File: src/design/fault_detect_pkg.sv
// Constants of the fault detection and filtering unit.
// Assumes a single 20 MHz device clock and a 16-bit register port.
`default_nettype none

package fault_detect_pkg;

    // Clock and timing
    localparam int unsigned CLK_HZ        = 20_000_000;
    localparam int unsigned SCAN_BASE_MS  = 16;
    localparam int unsigned SCAN_BASE_CYC = SCAN_BASE_MS * (CLK_HZ / 1000);
    localparam int unsigned OSC_WIN_US    = 100;
    localparam int unsigned OSC_WIN_CYC   = OSC_WIN_US * (CLK_HZ / 1_000_000);
    localparam int unsigned SCAN_CODE_MAX = 12;

    // Register addresses
    localparam logic [3:0] ADDR_FAULT_SETUP = 4'h0;
    localparam logic [3:0] ADDR_SCAN_CMD    = 4'h1;
    localparam logic [3:0] ADDR_STATUS      = 4'h2;
    localparam logic [3:0] ADDR_OV_BITS     = 4'h3;
    localparam logic [3:0] ADDR_UV_BITS     = 4'h4;
    localparam logic [3:0] ADDR_OT_BITS     = 4'h5;
    localparam logic [3:0] ADDR_OW_BITS     = 4'h6;
    localparam logic [3:0] ADDR_OSC_LIMITS  = 4'h7;

    // Fault setup fields
    localparam int unsigned SETUP_W       = 13;
    localparam int unsigned SCAN_SEL_LSB  = 0;
    localparam int unsigned WIRE_SEL_BIT  = 4;
    localparam int unsigned TOT_SEL_LSB   = 5;
    localparam int unsigned INT_TEMP_BIT  = 8;
    localparam logic [12:0] SETUP_RESET   = 13'h0000;

    // Scan command bits
    localparam int unsigned CMD_SCAN_VOLT = 0;
    localparam int unsigned CMD_MEASURE   = 1;
    localparam int unsigned CMD_SCAN_TEMP = 2;
    localparam int unsigned CMD_SCAN_WIRE = 3;
    localparam int unsigned CMD_SCAN_ALL  = 4;
    localparam int unsigned CMD_CONT_GO   = 5;
    localparam int unsigned CMD_CONT_STOP = 6;

    // Fault status bit positions
    localparam int unsigned ST_OV   = 0;
    localparam int unsigned ST_UV   = 1;
    localparam int unsigned ST_OT   = 2;
    localparam int unsigned ST_OW   = 3;
    localparam int unsigned ST_VBAT = 4;
    localparam int unsigned ST_VSS  = 5;
    localparam int unsigned ST_OSC  = 6;
    localparam int unsigned ST_REG  = 7;

    // Oscillator edge count limits per window
    localparam logic [7:0] OSC_LO_RESET = 8'h01;
    localparam logic [7:0] OSC_HI_RESET = 8'hFE;

    // Continuous scan state
    typedef enum logic [0:0] {
        SCAN_IDLE = 1'b0,
        SCAN_RUN  = 1'b1
    } scan_state_t;

endpackage

`default_nettype wire

File: src/design/fault_detect_filter.sv
// Fault detection, latching and totalizer filtering for a multi-cell monitor.
// Comparator results arrive as asynchronous pins; the host uses a strobe register port.
`timescale 1ns/100ps
`default_nettype none

module fault_detect_filter
    import fault_detect_pkg::*;
#(
    parameter int unsigned N_CELLS          = 12,
    parameter int unsigned SCAN_BASE_CYCLES = SCAN_BASE_CYC
) (
    input  wire logic               ref_clk,
    input  wire logic               rstn,
    input  wire logic [3:0]         reg_addr,
    input  wire logic [15:0]        reg_wdata,
    input  wire logic               reg_wr,
    input  wire logic               reg_rd,
    output var  logic [15:0]        reg_rdata,
    input  wire logic [2:0]         rail_out_of_window,
    input  wire logic               slow_osc,
    input  wire logic [N_CELLS-1:0] cell_ov_cmp,
    input  wire logic [N_CELLS-1:0] cell_uv_cmp,
    input  wire logic [N_CELLS-1:0] cell_ot_cmp,
    input  wire logic [N_CELLS-1:0] cell_ow_cmp,
    input  wire logic               open_vbat_cmp,
    input  wire logic               open_vss_cmp,
    output var  logic               alarm,
    output var  logic               cont_scan_active
);

    localparam int unsigned FILT_N = 2 * N_CELLS + 2;
    localparam int unsigned SYNC_W = 4 * N_CELLS + 6;

    // Run length for a 3-bit code
    function automatic logic [7:0] tot_target(input logic [2:0] code);
        tot_target = 8'h01 << code;
    endfunction

    // Interval in cycles for a 4-bit code, clipped at code SCAN_CODE_MAX (12)
    function automatic logic [31:0] scan_cycles(input logic [3:0] code);
        logic [3:0] c;
        c = (code > 4'(SCAN_CODE_MAX)) ? 4'(SCAN_CODE_MAX) : code;
        scan_cycles = 32'(SCAN_BASE_CYCLES) << c;
    endfunction

    logic [SYNC_W-1:0]  sync1_q;
    logic [SYNC_W-1:0]  sync2_q;
    logic               osc_prev_q;
    logic [SETUP_W-1:0] setup_q;
    logic [7:0]         osc_lo_q;
    logic [7:0]         osc_hi_q;
    logic [N_CELLS-1:0] ov_q;
    logic [N_CELLS-1:0] uv_q;
    logic [N_CELLS-1:0] ot_q;
    logic [N_CELLS-1:0] ow_q;
    logic               vbat_q;
    logic               vss_q;
    logic               osc_q;
    logic               reg_q;
    logic [7:0]         status_prev_q;
    logic [7:0]         tot_q [FILT_N];
    logic [FILT_N-1:0]  hit_q;
    logic [15:0]        osc_win_q;
    logic [7:0]         osc_edges_q;
    logic [31:0]        int_cnt_q;
    scan_state_t        scan_q;
    logic               cmd_volt_q;
    logic               cmd_meas_q;
    logic               cmd_temp_q;
    logic               cmd_wire_q;

    // Two-stage synchronisers for all comparator pins
    always_ff @(posedge ref_clk)
    begin
        if (!rstn)
        begin
            sync1_q <= '0;
            sync2_q <= '0;
        end
        else
        begin
            sync1_q <= {open_vss_cmp, open_vbat_cmp, slow_osc, rail_out_of_window,
                        cell_ow_cmp, cell_ot_cmp, cell_uv_cmp, cell_ov_cmp};
            sync2_q <= sync1_q;
        end
    end

    // Synchronised comparator fields
    wire logic [N_CELLS-1:0] ov_s   = sync2_q[N_CELLS-1:0];
    wire logic [N_CELLS-1:0] uv_s   = sync2_q[2*N_CELLS-1:N_CELLS];
    wire logic [N_CELLS-1:0] ot_s   = sync2_q[3*N_CELLS-1:2*N_CELLS];
    wire logic [N_CELLS-1:0] ow_s   = sync2_q[4*N_CELLS-1:3*N_CELLS];
    wire logic [2:0]         rail_s = sync2_q[4*N_CELLS+2:4*N_CELLS];
    wire logic               osc_s  = sync2_q[4*N_CELLS+3];
    wire logic               vbat_s = sync2_q[4*N_CELLS+4];
    wire logic               vss_s  = sync2_q[4*N_CELLS+5];

    // Register port decode
    wire logic wr_setup  = reg_wr && (reg_addr == ADDR_FAULT_SETUP);
    wire logic wr_cmd    = reg_wr && (reg_addr == ADDR_SCAN_CMD);
    wire logic wr_status = reg_wr && (reg_addr == ADDR_STATUS);
    wire logic wr_osc    = reg_wr && (reg_addr == ADDR_OSC_LIMITS);
    wire logic [7:0] st_clr = wr_status ? reg_wdata[7:0] : 8'h00;

    // Setup fields
    wire logic [3:0] scan_sel = setup_q[SCAN_SEL_LSB +: 4];
    wire logic       wire_sel = setup_q[WIRE_SEL_BIT];
    wire logic [2:0] tot_sel  = setup_q[TOT_SEL_LSB +: 3];
    wire logic [7:0] target   = tot_target(tot_sel);

    // Continuous interval tick
    wire logic cont_tick = (scan_q == SCAN_RUN) && (int_cnt_q == 32'h0000_0000);

    // Sample strobes; outside a scan only the rail and oscillator checks are sampled
    wire logic volt_strb = cmd_volt_q || cont_tick;
    wire logic meas_strb = cmd_meas_q;
    wire logic temp_strb = cmd_temp_q || (cont_tick && wire_sel);
    wire logic wire_strb = cmd_wire_q || cont_tick;
    wire logic cell_strb = volt_strb || meas_strb;

    // Status image and filter clear on any change
    wire logic [7:0] status_w = {reg_q, osc_q, vss_q, vbat_q,
                                 |ow_q, |ot_q, |uv_q, |ov_q};
    wire logic filt_clr = (status_w != status_prev_q);

    // Filter inputs and strobes, one per filtered test
    wire logic [FILT_N-1:0] filt_pos = {vss_s, vbat_s, uv_s, ov_s};
    wire logic [FILT_N-1:0] filt_stb = {{2{volt_strb}}, {(2*N_CELLS){cell_strb}}};

    // Oscillator window end and edge detection
    wire logic osc_edge    = osc_s && !osc_prev_q;
    wire logic osc_win_end = (osc_win_q == 16'(OSC_WIN_CYC - 1));
    wire logic osc_bad     = (osc_edges_q < osc_lo_q) || (osc_edges_q > osc_hi_q);

    // Read multiplexer
    logic [15:0] rd_mux;
    always_comb
    begin
        rd_mux = 16'h0000;
        case (reg_addr)
            ADDR_FAULT_SETUP: rd_mux = 16'(setup_q);
            ADDR_SCAN_CMD:    rd_mux = {15'h0000, scan_q == SCAN_RUN};
            ADDR_STATUS:      rd_mux = {8'h00, status_w};
            ADDR_OV_BITS:     rd_mux = 16'(ov_q);
            ADDR_UV_BITS:     rd_mux = 16'(uv_q);
            ADDR_OT_BITS:     rd_mux = 16'(ot_q);
            ADDR_OW_BITS:     rd_mux = 16'(ow_q);
            ADDR_OSC_LIMITS:  rd_mux = {osc_hi_q, osc_lo_q};
            default:          rd_mux = 16'h0000;
        endcase
    end

    // Configuration registers and one-shot scan commands
    always_ff @(posedge ref_clk)
    begin
        if (!rstn)
        begin
            setup_q    <= SETUP_RESET;
            osc_lo_q   <= OSC_LO_RESET;
            osc_hi_q   <= OSC_HI_RESET;
            cmd_volt_q <= 1'b0;
            cmd_meas_q <= 1'b0;
            cmd_temp_q <= 1'b0;
            cmd_wire_q <= 1'b0;
            reg_rdata  <= 16'h0000;
        end
        else
        begin
            if (wr_setup)
                setup_q <= reg_wdata[SETUP_W-1:0];
            if (wr_osc)
                {osc_hi_q, osc_lo_q} <= reg_wdata;
            cmd_volt_q <= wr_cmd && (reg_wdata[CMD_SCAN_VOLT] || reg_wdata[CMD_SCAN_ALL]);
            cmd_meas_q <= wr_cmd && reg_wdata[CMD_MEASURE];
            cmd_temp_q <= wr_cmd && (reg_wdata[CMD_SCAN_TEMP] || reg_wdata[CMD_SCAN_ALL]);
            cmd_wire_q <= wr_cmd && (reg_wdata[CMD_SCAN_WIRE] || reg_wdata[CMD_SCAN_ALL]);
            reg_rdata  <= reg_rd ? rd_mux : 16'h0000;
        end
    end

    // Continuous scan sequencer and interval timer
    always_ff @(posedge ref_clk)
    begin
        if (!rstn)
        begin
            scan_q    <= SCAN_IDLE;
            int_cnt_q <= 32'h0000_0000;
        end
        else
        begin
            case (scan_q)
                SCAN_IDLE:
                begin
                    // Preload a full interval so the first sample ends it
                    int_cnt_q <= scan_cycles(scan_sel) - 32'h0000_0001;
                    if (wr_cmd && reg_wdata[CMD_CONT_GO] && !reg_wdata[CMD_CONT_STOP])
                        scan_q <= SCAN_RUN;
                end
                SCAN_RUN:
                begin
                    if (wr_cmd && reg_wdata[CMD_CONT_STOP])
                        scan_q <= SCAN_IDLE;
                    if (cont_tick)
                        int_cnt_q <= scan_cycles(scan_sel) - 32'h0000_0001;
                    else
                        int_cnt_q <= int_cnt_q - 32'h0000_0001;
                end
                default:
                    scan_q <= SCAN_IDLE;
            endcase
        end
    end

    // Oscillator cross-check: slow edges per fast-clock window
    always_ff @(posedge ref_clk)
    begin
        if (!rstn)
        begin
            osc_prev_q  <= 1'b0;
            osc_win_q   <= 16'h0000;
            osc_edges_q <= 8'h00;
        end
        else
        begin
            osc_prev_q <= osc_s;
            osc_win_q  <= osc_win_end ? 16'h0000 : osc_win_q + 16'h0001;
            if (osc_win_end)
                osc_edges_q <= 8'h00;
            else if (osc_edge && (osc_edges_q != 8'hFF))
                osc_edges_q <= osc_edges_q + 8'h01;
        end
    end

    // Totalizer filters, one per cell OV and UV test and one each for open VBAT and VSS
    always_ff @(posedge ref_clk)
    begin
        if (!rstn)
        begin
            for (int i = 0; i < FILT_N; i++)
                tot_q[i] <= 8'h00;
            hit_q <= '0;
        end
        else
        begin
            for (int i = 0; i < FILT_N; i++)
            begin
                hit_q[i] <= 1'b0;
                if (filt_clr)
                    tot_q[i] <= 8'h00;
                else if (filt_stb[i] && !filt_pos[i])
                    tot_q[i] <= 8'h00;
                else if (filt_stb[i])
                begin
                    if (tot_q[i] < target)
                        tot_q[i] <= tot_q[i] + 8'h01;
                    else
                        tot_q[i] <= target;
                    if (tot_q[i] + 8'h01 >= target)
                        hit_q[i] <= 1'b1;
                end
            end
        end
    end

    // Fault latches: set wins over a host clear
    always_ff @(posedge ref_clk)
    begin
        if (!rstn)
        begin
            ov_q   <= '0;
            uv_q   <= '0;
            ot_q   <= '0;
            ow_q   <= '0;
            vbat_q <= 1'b0;
            vss_q  <= 1'b0;
            osc_q  <= 1'b0;
            reg_q  <= 1'b0;
        end
        else
        begin
            ov_q   <= (st_clr[ST_OV] ? '0 : ov_q) | hit_q[N_CELLS-1:0];
            uv_q   <= (st_clr[ST_UV] ? '0 : uv_q) | hit_q[2*N_CELLS-1:N_CELLS];
            ot_q   <= (st_clr[ST_OT] ? '0 : ot_q) | (temp_strb ? ot_s : '0);
            ow_q   <= (st_clr[ST_OW] ? '0 : ow_q) | (wire_strb ? ow_s : '0);
            vbat_q <= (vbat_q && !st_clr[ST_VBAT]) || hit_q[2*N_CELLS];
            vss_q  <= (vss_q && !st_clr[ST_VSS]) || hit_q[2*N_CELLS+1];
            osc_q  <= (osc_q && !st_clr[ST_OSC]) || (osc_win_end && osc_bad);
            reg_q  <= (reg_q && !st_clr[ST_REG]) || (rail_s != 3'b000);
        end
    end

    // Alarm and status history
    always_ff @(posedge ref_clk)
    begin
        if (!rstn)
        begin
            status_prev_q    <= 8'h00;
            alarm            <= 1'b0;
            cont_scan_active <= 1'b0;
        end
        else
        begin
            status_prev_q    <= status_w;
            alarm            <= (status_w != 8'h00);
            cont_scan_active <= (scan_q == SCAN_RUN);
        end
    end
endmodule

`default_nettype wire

File: config.mk
export PLATFORM = sky130hd
export DESIGN_NAME = fault_detect_filter
export DESIGN_NICKNAME = d
export VERILOG_FILES = /design/src/design/fault_detect_pkg.sv /design/src/design/fault_detect_filter.sv
export SDC_FILE = /design/constraint.sdc
export NUM_CORES = 1
export LEC_CHECK = 0
export ABC_AREA = 1
export BUFFER_PORTS_ARGS = -buffer_cell sky130_fd_sc_hd__buf_2
export CAP_MARGIN = 25
export CORE_MARGIN = 4
export CORE_UTILIZATION = 40
export CTS_BUF_LIST = sky130_fd_sc_hd__clkbuf_8
export DETAILED_ROUTE_END_ITERATION = 8
export GPL_ROUTABILITY_DRIVEN = 0
export GPL_TIMING_DRIVEN = 0
export PLACE_DENSITY_LB_ADDON = 0.25
export SLEW_MARGIN = 30
export SYNTH_ARGS = -nofsm -noshare
export SYNTH_HDL_FRONTEND = slang
export SYNTH_SLANG_ARGS = --single-unit
File: constraint.sdc
create_clock -name ref_clk -period 7.6 [get_ports ref_clk]
set_input_delay 1.52 -clock ref_clk [delete_from_list [all_inputs] [get_ports ref_clk]]
set_output_delay 1.52 -clock ref_clk [all_outputs]
set_load 0.01 [all_outputs]
==> impl_metrics.tcl, run 1 <==
set metrics [dict create \
    drtAntennaViolNets 0 \
    hold_end "sync2_q[36]" \
    drc_errors 0 \
    syn_inst 4257 \
    fillers 8537 \
    clk_path_buf_depth 3 \
    synth_compound_area_share_pct 8.52 \
    layout_common_cells "nand2_1 (796), inv_1 (496), nand4_1 (482)" \
    maxCapViolCount 0 \
    placeableCoreArea_um2 85300 \
    crit_chain "clkbuf_1 -> clkinv_1 -> nor3_4 -> clkbuf_1 -> inv_4 -> buf_16 -> ha_1 -> nand2_1 -> or2_2 -> nand3_1 -> inv_1 -> nand4_1 -> nand2_1" \
    reg2reg_to "tot_q[1][22]" \
    grt_overflow 0 \
    clock_latency_ps 720 \
    clkSlewWorstSetupHoldPaths_ps 60 \
    root_buffer "clkbuf_8" \
    wirelength_um 105000 \
    cts_hold_buf 0 \
    synth_top_area_share_pct 18.2 \
    htreeDepth 3 \
    min_path_cells 2 \
    first_iter_violations 2415 \
    cts_tree "done" \
    vias 30993 \
    cp.arrival_ps 5560 \
    dp_hpwl_um 74700 \
    cts_buffers 92 \
    worstSetupPathType "reg -> reg" \
    layout_setup_ws_ps 2480 \
    max_slew_margin_pct 27.7 \
    vias_per_cell 5.45 \
    critPathTopFamily "buffers and inverters" \
    synthSimpleGateAreaFrac_pct 26.8 \
    pre_cts_ws_ps 2680 \
    final_common_cell "nand2_1" \
    post-route-util_pct 45.3 \
    synth_top_area_cell "edfxtp_1" \
    ios 96 \
    start_util_pct 40.3 \
    muxShareOfSynthArea_pct 0 \
    p_leak_uw 0.0184 \
    r2r_cells 13 \
    final-hold-violation-count 0 \
    crit_required_ps 8040 \
    synthXorXnorAreaFrac_pct 4.18 \
    synth_top_family_by_area "simple AND/OR/NAND/NOR gates" \
    fp.dieW_um 301 \
    instances_no_fill 5690 \
    ys_ff_latch 511 \
    yosysWarnings 0 \
    r2r_start "setup_q[6]" \
    setup_violations 0 \
    status "complete, no violations" \
    synthTopCellsByArea "edfxtp_1 (18%), dfxtp_1 (18%), ha_1 (17%), nand4_1 (8.8%), nand2_1 (8.7%)" \
    multiInputGateArea_um2 19500 \
    r2r_slack_ps 2480 \
    power_uw 7560 \
    ir_worst_vdd_mv 0.163 \
    holdCritStartpoint "sync1_q[36]" \
    track_usage_pct 22.4 \
    layout_worst_path_cycle_share_pct 67.4 \
    die_h_um 301 \
    cts_resized 0 \
    power.density_nw_per_um2 196 \
    place_inst 5517 \
    antenna_found_initial 2 \
    grt_pass1_wl_um 162000 \
    cpPeakStageDelay_ps 860 \
    worstPathMaxFanout 34 \
    layout-drive-gt1-share_pct 8.96 \
    syn_nets 4804 \
    synth_area_per_cell_um2 8.08 \
    yosys.cell_types.count 49 \
    wl_per_cell_um 18.4 \
    max_freq_ghz 0.195 \
    grt_pass1_vias 29313 \
    nets 5014 \
    fin_setup_tns_ps 0 \
    netlist_area_um2 34400 \
    crit_path_end_kind "flop" \
    period_needed_ps 5120 \
    clkSinkCount 511 \
    rsz0062_at_grt "false" \
    crit_buf_inv 6 \
    fin_skew_ps 39.2 \
    crit_path_start_kind "flop" \
    drv_slew 0 \
    ys_seq_area_share_pct 35.8 \
    grt_max_degree 42 \
    dr.pass1.iters 6 \
    synthAdderAreaFrac_pct 17.1 \
    rows 107 \
    postCtsSetupBuffers 0 \
    cpMaxStageDelayCell "clkbuf_1" \
    dieArea_um2 90700 \
    port_buffers 95 \
    tightestPinTransition_ps 1090 \
    regArea_um2 12300 \
    area_growth_pct 12.3 \
    min_path_type "reg -> reg" \
]
[where the power goes]
group	switching, uW	internal, uW
logic	1050	562
clock network	1260	1470
registers	160	3050
[layer usage]
metal / routed length (um) / vias up / GRT usage (%)
met5: 0 / - / 0
met4: 3540 / 0 / 7.70
met3: 6730 / 238 / 3.03
met2: 47300 / 978 / 36.6
met1: 46900 / 14478 / 30.6
li1: - / 15299 / -
[tightest hold or removal path, delay by kind of cell, from the launching register on]
family / cells / cell delay, ps
AND/OR/NAND/NOR: 1 / 40
buffers and inverters: 1 / 40
flip-flops: 1 / 300
[through the flow]
| step | hold WS, ps | instance area, um2 |
|---|---|---|
| 6_report | 389 | 38600 |
| 3_5_place_dp | 396 | 36700 |
| 4_1_cts | 403 | 38600 |
| 3_3_place_gp | 393 | 36300 |
| 5_1_grt | 426 | 38600 |
| 2_1_floorplan | 390 | 34400 |
[Yosys cell counts, drive strengths merged]
cell type  instances
nor2             382
xnor2             59
o21a              35
inv              473
nor4              30
nand3            161
a21oi            312
o221ai            27
o22ai              5
a32o               2
a31o               3
or2               23
a31oi              9
a221oi             7
o21ai            100
o21bai             3
edfxtp           208
dfxtp            303
ha               469
buf               75
o2111ai            1
nor3              26
xor2             105
clkbuf            78
clkinv            13
a22oi              2
a21o               1
nor3b             19
and3               1
nand4            482
a211oi             5
nand2            797
a41oi              1
o211ai             9
nand3b            31
[area by class of cell]
cell class	instances	area share [%]
clock inverters	56	0.910
inverters	486	4.78
diodes	2	0.0130
clock buffers	115	4.10
repair buffers	116	2.05
plain buffers	153	2.08
flip-flops and latches	511	31.9
multi-input cells	3107	50.5
well taps	1144	3.71
[logic make-up (layout without fill, tap and decap cells)]
kind of cell	Yosys count	count (layout)
fa+ha+maj	469	469
simple gates	1952	1952
xor+xnor	164	164
flops	511	511
compound gates	522	522
other cells	0	2
buf+inv	639	926
[how the worst max path moves through the flow]
| stage | cells after the start | end | startpoint |
|---|---|---|---|
| after floorplan | 11 | tot_q[0][32] | setup_q[5] |
| after global placement | 12 | tot_q[0][39] | setup_q[6] |
| after detailed placement | 13 | tot_q[1][22] | setup_q[6] |
| after CTS | 13 | tot_q[1][22] | setup_q[6] |
| after global routing | 13 | tot_q[1][18] | setup_q[6] |
| final | 13 | tot_q[1][22] | setup_q[6] |
[registers in the layout, indices dropped and copies added, names as in the netlist, 13 cells and up]
name / count
reg_rdata: 16
sync2_q: 54
setup_q: 13
int_cnt_q: 32
osc_win_q: 16
sync1_q: 54
tot_q: 208
hit_q: 26
Power figures use the tool's default switching activity.
==> run 2, diff against run 1 <==
clock period = 4.3 ns   (was 7.6 ns; I/O delays follow)
==> run 2 against run 1 <==
Core utilization increased by 0.079 points. Maximum frequency increased by 25%. Critical path type unchanged. Cell count about the same. Global-route usage about the same. Worst hold slack got worse by 61 ps. Sequential power increased by 77%. Total power increased by 77%. Setup slack got worse by 2300 ps. Sequential share of layout area decreased by 0.056 points. Sequential cell count unchanged. Non-clock buffer count unchanged. Largest power group unchanged.
==> impl_metrics.tcl, run 2 (synthesis results as in run 1) <==
set metrics [dict create \
    grt_pass1_wl_um 162000 \
    max_slew_margin_pct 31.2 \
    worstPathMaxFanout 34 \
    root_buffer "clkbuf_8" \
    instances_no_fill 5692 \
    hold_end "sync1_q[42]" \
    power.density_nw_per_um2 345 \
    design_area_um2 38700 \
    multiInputGateArea_um2 19500 \
    place_inst 5517 \
    post-route-util_pct 45.4 \
    start_util_pct 40.3 \
    max_freq_ghz 0.244 \
    largest_reg_flops 208 \
    regMostFlops "tot_q" \
    min_path_type "in -> reg" \
    layout-drive-gt1-share_pct 9.20 \
    crit_path_start_kind "flop" \
    wl_per_cell_um 18.4 \
    drv_slew 0 \
    power_uw 13400 \
    final-hold-violation-count 0 \
    wirelength_um 105000 \
    clkSlewWorstSetupHoldPaths_ps 60 \
    tightestPinTransition_ps 1030 \
    grt_overflow 0 \
    nets 5014 \
    rows 107 \
    dp_hpwl_um 74700 \
    pre_cts_ws_ps -620 \
    crit_required_ps 4750 \
    cp.arrival_ps 4550 \
    track_usage_pct 22.5 \
    ir_worst_vdd_mv 0.290 \
    setup_violations 0 \
    final_common_cell "nand2_1" \
    fp.dieW_um 301 \
    ios 96 \
    reg.largest.list "tot_q: 208 flops, sync1_q: 54 flops, sync2_q: 54 flops" \
    r2r_slack_ps 200 \
    first_iter_violations 2490 \
    clock_latency_ps 730 \
    r2r_cells 13 \
    holdCritStartpoint "cell_ow_cmp[6]" \
    layout_common_cells "nand2_1 (796), inv_1 (496), nand4_1 (482)" \
    p_leak_uw 0.0185 \
    vias_per_cell 5.44 \
    crit_start "setup_q[7]" \
    grt_pass1_vias 29342 \
    port_buffers 95 \
    dr.pass1.iters 6 \
    clkSinkCount 511 \
    cts_buffers 92 \
    dpl_cell_area_um2 36700 \
    reg2reg_to "tot_q[1][22]" \
    die_h_um 301 \
    fillers 8529 \
    layout_setup_ws_ps 196 \
    layout_worst_path_cycle_share_pct 95.4 \
    regArea_um2 12300 \
    drtAntennaViolNets 0 \
    area_growth_pct 12.5 \
    r2r_start "setup_q[7]" \
    drc_errors 0 \
    status "complete, no violations" \
    fin_skew_ps 40.9 \
    period_needed_ps 4100 \
    crit_path_end_kind "flop" \
    antenna_found_initial 2 \
    cts_tree "done" \
    grt_max_degree 42 \
    dieArea_um2 90700 \
    worstSetupPathType "reg -> reg" \
    rsz0062_at_grt "false" \
    vias 30978 \
    htreeDepth 3 \
    maxCapViolCount 0 \
    placeableCoreArea_um2 85300 \
    clk_path_buf_depth 3 \
    min_path_cells 3 \
]
==> run 2: changes by cell type in the layout (fill, tap and decap cells not counted), sizes merged <==
cell,change
clkinvlp,+3
diode,+2
buf,+5
clkinv,-3
clkbuf,-5
==> run 2: worst max path at each step <==
stage,to,slack [ps],cells after the start
after floorplan,tot_q[0][32],250,11
after global placement,tot_q[0][39],-3280,12
after detailed placement,tot_q[1][22],-620,13
after CTS,tot_q[1][22],50,13
after global routing,tot_q[1][18],9,13
final,tot_q[1][22],200,13
==> run 2: where the power goes <==
| part | total (uW) | switching, uW | internal, uW |
|---|---|---|---|
| combinational | 2850 | 1850 | 995 |
| sequential | 5680 | 286 | 5390 |
| clock | 4840 | 2240 | 2610 |
==> run 2: final cells by class <==
class                           count  share of cell area [%]
Timing Repair Buffer              119                    2.10
Buffer                            150                    2.08
Inverter                          486                    4.81
Clock inverter                     56                   0.909
Tap cell                         1144                    3.70
Antenna cell                        4                  0.0259
Sequential cell                   511                    31.8
Multi-Input combinational cell   3107                    50.5
Clock buffer                      115                    4.09
==> run 2: through the flow <==
| stage | hold WS (ps) | TNS, ps |
|---|---|---|
| 6_report | 328 | 0 |
| 5_1_grt | 308 | 0 |
| 4_1_cts | 281 | 0 |
| 3_5_place_dp | 396 | -89780 |
| 3_3_place_gp | 393 | -676350 |
| 2_1_floorplan | 390 | 0 |
==> run 2: repair_timing <==
item / CTS / global route
gates resized for setup: 8 / 15
endpoints found under the hold margin: 0 / 0
endpoints found under the setup margin: 216 / 201
buffers inserted: 1 / 2
pin swaps: 1 / 1
hold buffers: 0 / 0
==> run 2: critical path: stages, from the launching register on <==
cell and delay [ps]:
dfxtp_1 340, clkbuf_1 370, clkinvlp_4 370, nor3_4 370, clkbuf_4 390, inv_4 230, buf_16 270, ha_1 320
nand2_1 60, or2_2 290, nand3_1 310, inv_1 260, nand4_1 160, nand2_1 60
==> run 2: metal layers <==
| metal | up-vias | wire, um | track usage, % | part of all wire, % |
|---|---|---|---|---|
| li1 | 15289 | - | - | - |
| met1 | 14438 | 47000 | 30.6 | 45 |
| met2 | 1005 | 47200 | 36.5 | 45 |
| met3 | 246 | 6610 | 3.10 | 6.3 |
| met4 | 0 | 3800 | 7.95 | 3.6 |
| met5 | - | 0 | 0 | 0 |
